## src/pkg/sys_timer_pkg.sv

```systemverilog
/*
  constants shared by the tick and task monitor timers.
  assumes a single system clock domain; the crystal clock is sampled as a pin.
*/
package sys_timer_pkg;
  // ----------------------------------------------------------------
  // sizes
  // ----------------------------------------------------------------
  localparam int NUM_TICK = 5;
  localparam int NUM_SYS_TICK = 4;
  localparam int WAKE_CHAN = 4;
  localparam int NUM_CMP = 4;
  localparam int CNT_W = 32;
  localparam int PRE_W = 8;
  // ----------------------------------------------------------------
  // values after reset
  // ----------------------------------------------------------------
  localparam logic [31:0] COUNT_RST = 32'h0000_0000;
  localparam logic [7:0] PRESCALE_RST = 8'h00;
  localparam logic [2:0] SYNC_RST = 3'h0;
endpackage

```

## src/rtl/system_tick_and_task_timers.sv

```systemverilog
/*
  periodic tick unit (five reloading channels, one on the crystal clock) and
  task monitor unit (prescaled up counter with four compare interrupts).
  assumes core_clk is the system clock; xtal_clk is much slower and is sampled.
  configuration arrives on plain ports; there is no software bus here.
*/
`timescale 1ns/1ns
`default_nettype none
// What this block does
// - five independent tick channels each hold a 32-bit down counter that reloads itself.
// - channels 0 to 3 count system clocks and channel 4 counts crystal clock edges.
// - the crystal channel keeps counting in stop mode and its expiry requests a clock restart.
// - at zero a channel raises an interrupt, a converter queue trigger, both, or neither, as set.
// - the tick unit has no pins; only clocks, control ports, interrupts and triggers.
// - the task monitor has one 32-bit up counter advanced through an 8-bit prescaler.
// - four 32-bit compare channels each interrupt when the counter passes their value.
// - the task monitor counter can optionally freeze while the processor is debug halted.
module system_tick_and_task_timers (
  // clock and reset
  input wire logic core_clk,
  input wire logic resetn,
  // crystal clock sampled as a level
  input wire logic xtal_clk,
  // power and debug state
  input wire logic stop_mode,
  input wire logic debug_halt,
  // tick unit control
  input wire logic [4:0] tick_enable,
  input wire logic [4:0][31:0] tick_load,
  input wire logic [4:0] tick_irq_enable,
  input wire logic [4:0] tick_trig_enable,
  input wire logic [4:0] tick_flag_clear,
  // tick unit status and events
  output logic [4:0][31:0] tick_count,
  output logic [4:0] tick_flag,
  output logic [4:0] tick_irq,
  output logic [4:0] tick_trigger,
  output logic wake_request,
  // task monitor control
  input wire logic monitor_enable,
  input wire logic [7:0] monitor_prescale,
  input wire logic monitor_debug_freeze,
  input wire logic [3:0] cmp_enable,
  input wire logic [3:0][31:0] cmp_value,
  input wire logic [3:0] cmp_flag_clear,
  // task monitor status and events
  output logic [31:0] monitor_count,
  output logic [3:0] cmp_flag,
  output logic [3:0] cmp_irq
);
  // ----------------------------------------------------------------
  // crystal clock sampling
  // ----------------------------------------------------------------
  // the crystal must stay well below a quarter of core_clk, or rises are lost
  // in the three sampling stages; nothing flags such a loss
  logic [2:0] xtal_sync;
  logic xtal_level;
  logic [2:0] next_xtal_sync;
  logic next_xtal_level;
  logic xtal_rise;

  always_comb begin
    next_xtal_sync = {xtal_sync[1:0], xtal_clk};
    next_xtal_level = xtal_level;
    xtal_rise = 1'b0;
    // stage 0 feeds only stage 1; the edge looks at stages 1 and 2
    if (xtal_sync[1] == xtal_sync[2]) begin
      next_xtal_level = xtal_sync[2];
      xtal_rise = xtal_sync[2] && !xtal_level;
    end
  end

  always_ff @(posedge core_clk or negedge resetn) begin
    if (!resetn) begin
      xtal_sync <= sys_timer_pkg::SYNC_RST;
      xtal_level <= 1'b0;
    end else begin
      xtal_sync <= next_xtal_sync;
      xtal_level <= next_xtal_level;
    end
  end

  // ----------------------------------------------------------------
  // periodic tick unit
  // ----------------------------------------------------------------
  // channel 4 steps once per sampled crystal rise, so its period is counted
  // in crystal cycles; a disabled channel preloads its load value, so the
  // first period after enabling is a full one
  logic [4:0] tick_step;
  logic [4:0] tick_expired;

  always_comb begin
    // system clocked channels stop with the system clock in stop mode
    tick_step = {xtal_rise, {sys_timer_pkg::NUM_SYS_TICK{!stop_mode}}};
  end

  genvar ch;
  generate
    for (ch = 0; ch < sys_timer_pkg::NUM_TICK; ch++) begin : g_tick
      tick_channel u_tick (
        .core_clk(core_clk),
        .resetn(resetn),
        .enable(tick_enable[ch]),
        .step(tick_step[ch]),
        .load_value(tick_load[ch]),
        .irq_enable(tick_irq_enable[ch]),
        .trig_enable(tick_trig_enable[ch]),
        .flag_clear(tick_flag_clear[ch]),
        .count(tick_count[ch]),
        .flag(tick_flag[ch]),
        .irq(tick_irq[ch]),
        .trigger(tick_trigger[ch]),
        .expired(tick_expired[ch])
      );
    end
  endgenerate

  // ----------------------------------------------------------------
  // wake-up request
  // ----------------------------------------------------------------
  // only the crystal channel may wake; it is the one clock left in stop
  logic next_wake_request;

  always_comb begin
    // held until stop mode is left so a slow clock restart still sees it
    next_wake_request = stop_mode &&
      (wake_request || tick_expired[sys_timer_pkg::WAKE_CHAN]);
  end

  always_ff @(posedge core_clk or negedge resetn) begin
    if (!resetn) begin
      wake_request <= 1'b0;
    end else begin
      wake_request <= next_wake_request;
    end
  end

  // ----------------------------------------------------------------
  // task monitor unit
  // ----------------------------------------------------------------
  // the prescaler restarts on every counter step, so the divide ratio is
  // prescale plus one; lowering the prescale below the running count waits
  // for the 8-bit wrap before the next step
  logic [7:0] prescale_count;
  logic [7:0] next_prescale_count;
  logic [31:0] next_monitor_count;
  logic run;
  logic advance;

  always_comb begin
    run = monitor_enable && !(monitor_debug_freeze && debug_halt);
    advance = run && (prescale_count == monitor_prescale);
    next_prescale_count = prescale_count;
    next_monitor_count = monitor_count;
    if (run) begin
      if (advance) begin
        next_prescale_count = sys_timer_pkg::PRESCALE_RST;
        next_monitor_count = monitor_count + 32'h0000_0001;
      end else begin
        next_prescale_count = prescale_count + 8'h01;
      end
    end
  end

  always_ff @(posedge core_clk or negedge resetn) begin
    if (!resetn) begin
      prescale_count <= sys_timer_pkg::PRESCALE_RST;
      monitor_count <= sys_timer_pkg::COUNT_RST;
    end else begin
      prescale_count <= next_prescale_count;
      monitor_count <= next_monitor_count;
    end
  end

  // ----------------------------------------------------------------
  // compare channels
  // ----------------------------------------------------------------
  // a frozen counter never steps, so no compare can fire while halted with monitor_debug_freeze set
  logic [3:0] next_cmp_flag;
  logic [3:0] next_cmp_irq;

  always_comb begin
    for (int i = 0; i < sys_timer_pkg::NUM_CMP; i++) begin
      // passing means stepping away from the compare value; set beats clear
      next_cmp_flag[i] = (cmp_enable[i] && advance && monitor_count == cmp_value[i]) ||
        (cmp_flag[i] && !cmp_flag_clear[i]);
      next_cmp_irq[i] = next_cmp_flag[i] && cmp_enable[i];
    end
  end

  always_ff @(posedge core_clk or negedge resetn) begin
    if (!resetn) begin
      cmp_flag <= 4'h0;
      cmp_irq <= 4'h0;
    end else begin
      cmp_flag <= next_cmp_flag;
      cmp_irq <= next_cmp_irq;
    end
  end
endmodule
`default_nettype wire

```

## src/rtl/tick_channel.sv

```systemverilog
/*
  one reloading down counter channel of the periodic tick unit.
  assumes step is synchronous to core_clk (one count per high cycle) and config is stable while enabled.
*/
`timescale 1ns/1ns
`default_nettype none
module tick_channel (
  // clock and reset
  input wire logic core_clk,
  input wire logic resetn,
  // control
  input wire logic enable,
  input wire logic step,
  input wire logic [31:0] load_value,
  input wire logic irq_enable,
  input wire logic trig_enable,
  input wire logic flag_clear,
  // status and events
  output logic [31:0] count,
  output logic flag,
  output logic irq,
  output logic trigger,
  output logic expired
);
  logic [31:0] next_count;
  logic next_flag;
  logic next_irq;
  logic next_trigger;
  logic next_expired;
  logic hit;

  always_comb begin
    hit = enable && step && (count == sys_timer_pkg::COUNT_RST);
    next_count = count;
    if (!enable) begin
      next_count = load_value;
    end else if (hit) begin
      next_count = load_value;
    end else if (step) begin
      next_count = count - 32'h0000_0001;
    end
    // set wins over clear so no expiry is lost
    next_flag = hit || (flag && !flag_clear);
    next_irq = next_flag && irq_enable;
    next_trigger = hit && trig_enable;
    next_expired = hit;
  end

  always_ff @(posedge core_clk or negedge resetn) begin
    if (!resetn) begin
      count <= sys_timer_pkg::COUNT_RST;
      flag <= 1'b0;
      irq <= 1'b0;
      trigger <= 1'b0;
      expired <= 1'b0;
    end else begin
      count <= next_count;
      flag <= next_flag;
      irq <= next_irq;
      trigger <= next_trigger;
      expired <= next_expired;
    end
  end
endmodule
`default_nettype wire

```

## config.mk

```make
export PLATFORM = sky130hd
export DESIGN_NAME = system_tick_and_task_timers
export DESIGN_NICKNAME = d
export VERILOG_FILES = /design/src/pkg/sys_timer_pkg.sv /design/src/rtl/system_tick_and_task_timers.sv /design/src/rtl/tick_channel.sv
export SDC_FILE = /design/constraint.sdc
export NUM_CORES = 1
export LEC_CHECK = 0
export ABC_CLOCK_PERIOD_IN_PS = 3830
export BUFFER_PORTS_ARGS = -buffer_cell sky130_fd_sc_hd__clkbuf_2
export CAP_MARGIN = 20
export CORE_AREA = 2 2 213 215
export DETAILED_ROUTE_END_ITERATION = 10
export DIE_AREA = 0 0 215 217
export PLACE_DENSITY = 0.58
export SETUP_SLACK_MARGIN = 0.15
export SLEW_MARGIN = 20
export SYNTH_ARGS = -nofsm -noshare
export SYNTH_HDL_FRONTEND = slang
export SYNTH_SLANG_ARGS = --single-unit
```

## constraint.sdc

```tcl
create_clock -name core_clk -period 3.83 [get_ports core_clk]
set_input_delay 0.766 -clock core_clk [delete_from_list [all_inputs] [get_ports core_clk]]
set_output_delay 0.766 -clock core_clk [all_outputs]
set_load 0.03 [all_outputs]
```

==> summary.md <==
| Metric | Value |
|---|---|
| Crit path DAT | `3.80 ns` |
| Endpoints failing setup | `0` |
| First DRT Iteration DRCs | `1454` |
| Post-synth EDFFs | `0` |
| Max-cap violations | `0` |
| PD cells | `401 nW/um2` |
| Die ar. | `46700 um2` |
| Clock Path Buffers | `3` |
| Synthesized cell area | `14800 um2` |
| Core Area | `44700 um2` |
| Worst-margin pin slew | `0.879 ns` |
| ANT nets after route | `0` |
| GRT Resource Usage Total | `25.6%` |
| Relative slew margins | `41.2%` |
| Detailed Routing Iterations Pass 1 | `5` |
| CTS tree | `yes` |
| Post-synth top area share | `38.7%` |
| Peak Freq | `301 MHz` |
| Post-synth top area cell | `dfrtp_1` |
| Starting density of the core | `33.1%` |
| GP Congestion | `1.00` |
| Fin cells | `2886` |
| Post-CTS Resized | `0` |
| Synth unique cells | `80` |
| Die height | `217 um` |
| DR vias/cell | `5.56` |
| Tmin final | `3.32 ns` |
| Startpoint types | `flop` |
| Maximum VDD drop | `310 uV` |
| Final TNS setup | `0 ns` |
| Crit-path max FO | `28` |
| Number of setup buffers added after CTS | `0` |
| Register bit total from synthesis | `229` |
| P&R area growth vs syn | `29.6%` |
| Worst Hold Class | `input pin to async pin` |
| Vias | `16000` |
| Synth async-reset ratio | `100%` |
| RSZ-0062 raised after global routing | `no` |
| CP Class | `flop to flop` |
| Final Hold Fails | `0` |
| Placed cells | `2828` |
| Post-layout net count | `2598` |
| P_leak | `8.55 nW` |
| # clock sinks | `229` |
| Worst Setup End Kind | `flop` |
| Post-DP HPWL | `48600 um` |
| WL final | `62400 um` |
| Cts hold-fix bufs | `0` |
| Initial antenna violation count | `5` |
| Residual DRC count | `0` |
| Pin count of the biggest net entering global routing | `80` |
| Layout cell share with drive strength beyond 1 | `29.3%` |
| FP Rows | `78` |
| Status | `complete, no violations` |
| Slew Viols, Final | `0` |
| Top post-synthesis cells by area | `dfrtp_1 (39%), xnor2_1 (6.3%), xor2_1 (5.1%)` |
| Number of synthesis warnings | `0` |
| Die Wd | `215 um` |
| Max Clock Skew | `0.0205 ns` |
| CTS Root Cell | `clkbuf_16` |
| Filler cells | `4625` |
| Min Hold Slack | `0.179 ns` |
| Clock slew at reported path FFs | `0.06 ns` |
| Vias in the first global route | `15700` |
| Cell count after synthesis | `1763` |
| Global-route wire length before repair | `93700 um` |
| # IOs | `547` |
| Sequential area share after synthesis | `38.7%` |
| # port buffers | `546` |
| Clk_lat worst skew | `0.57 ns` |
| Wire per inst | `21.6 um` |
| Htree depth | `1` |
| Syn_nets | `2101` |
| Congestion Overflow GR | `0` |
| Final period utilization | `86.7%` |
| Clock buffer count from CTS | `30` |
| Required @ worst endpoint | `4.31 ns` |
| Synth Flop Type | `dfrtp_1` |
| Mean Syn Cell Area | `8.40 um2` |
## metal layers
metal	GRT usage, %	wire (um)	vias up
met4	10.4	2440	4
li1	-	-	7448
met3	4.40	4330	108
met1	30.5	24100	7743
met2	45.8	31500	729
met5	0	28	-
## through the flow
step | area, um2 | utilization (%) | power (mW) | setup slack [ns]
2_1_floorplan | 14800 | - | 3.96 | 0.852
3_3_place_gp | 18100 | 40.6 | 4.71 | 0.648
3_5_place_dp | 18100 | 40.6 | 4.74 | 0.563
4_1_cts | 19200 | 42.9 | 7.77 | 0.534
5_1_grt | 19200 | 42.9 | 8.03 | 0.343
6_report | 19200 | 42.9 | 7.70 | 0.510
## registers in the layout (all words and copies together) (netlist names)
register / count
monitor_count: 32
g_tick.u_tick.flag: 5
g_tick.u_tick.expired: 1
cmp_flag: 4
g_tick.u_tick.irq: 5
xtal_sync: 3
g_tick.u_tick.count: 160
cmp_irq: 4
g_tick.u_tick.trigger: 5
prescale_count: 8
xtal_level: 1
wake_request: 1
## placed cells by master (no fill, tap or decap), drive strengths merged, types with 48 or more instances in the layout
cell type / count
nand4: 72
nand3: 95
nor4: 58
xnor2: 107
inv: 53
a21oi: 125
buf: 48
xor2: 87
nor2: 149
nor3: 82
nand2: 129
dfrtp: 229
clkbuf: 585
o21ai: 89
## final cells by class
cell class	count	area, um2	share of cell area (%)
multi-input cells	1352	8330	43.4
flip-flops and latches	229	5730	29.9
clock inverters	15	193	1.00
inverters	54	203	1.06
repair buffers	593	3120	16.3
clock buffers	40	858	4.47
diodes	3	7.51	0.0391
well taps	600	751	3.91
## worst max-delay path: stages, from the launching register on
cell and delay (ns):
dfrtp_1 0.42, inv_1 0.10, ha_1 0.25, or4b_4 0.52, or4_1 0.70, o31a_1 0.53
buf_4 0.32, nand3_1 0.16, o22ai_1 0.10, a21oi_1 0.14
## cell usage after synthesis, types with 10 or more instances
cell and instances:
dfrtp_1 229, nor2_1 149, nand2_1 129, a21oi_1 125, xnor2_1 107, nand3_1 95
clkbuf_1 91, xor2_1 87, o21ai_0 85, nor3_1 81, nand4_1 72, inv_1 53
nor4_1 53, or3_1 40, o22ai_1 30, or4_1 29, a31oi_1 23, and2_1 21
buf_4 16, o21a_1 14, nand2b_1 12, and3_1 11, buf_2 10
## worst paths after layout
kind / startpoint / endpoint / slack [ns] / cells past startpoint
setup / recovery: g_tick[2].u_tick.count[0] / g_tick[2].u_tick.count[23] / 0.51 / 9
min in group core_clk: xtal_clk / xtal_sync[0] / 0.30 / 1
max in group asynchronous: resetn / g_tick[3].u_tick.trigger / 2.77 / 2
setup reg to reg: g_tick[2].u_tick.count[0] / g_tick[2].u_tick.count[23] / 0.51 / 9
hold reg to reg: xtal_sync[0] / xtal_sync[1] / 0.35 / 0
hold / removal: resetn / g_tick[0].u_tick.count[2] / 0.18 / 1
## power breakdown
group / switching, mW / total [mW] / internal (mW)
Clock: 1.16 / 3.00 / 1.84
Sequential: 0.374 / 3.01 / 2.64
Combinational: 1.09 / 1.69 / 0.601
Total: 2.63 / 7.70 / 5.08
## cells by family after synthesis
family | share of synthesized area (%)
AO/OA/AOI/OAI | 17.0
flip-flops | 38.7
XOR/XNOR | 11.5
adder cells (fa/ha/maj) | 0.659
multiplexers | 0.617
buffers and inverters | 5.20
AND/OR/NAND/NOR | 26.3
Note: power is estimated with default switching activity, not from simulation.
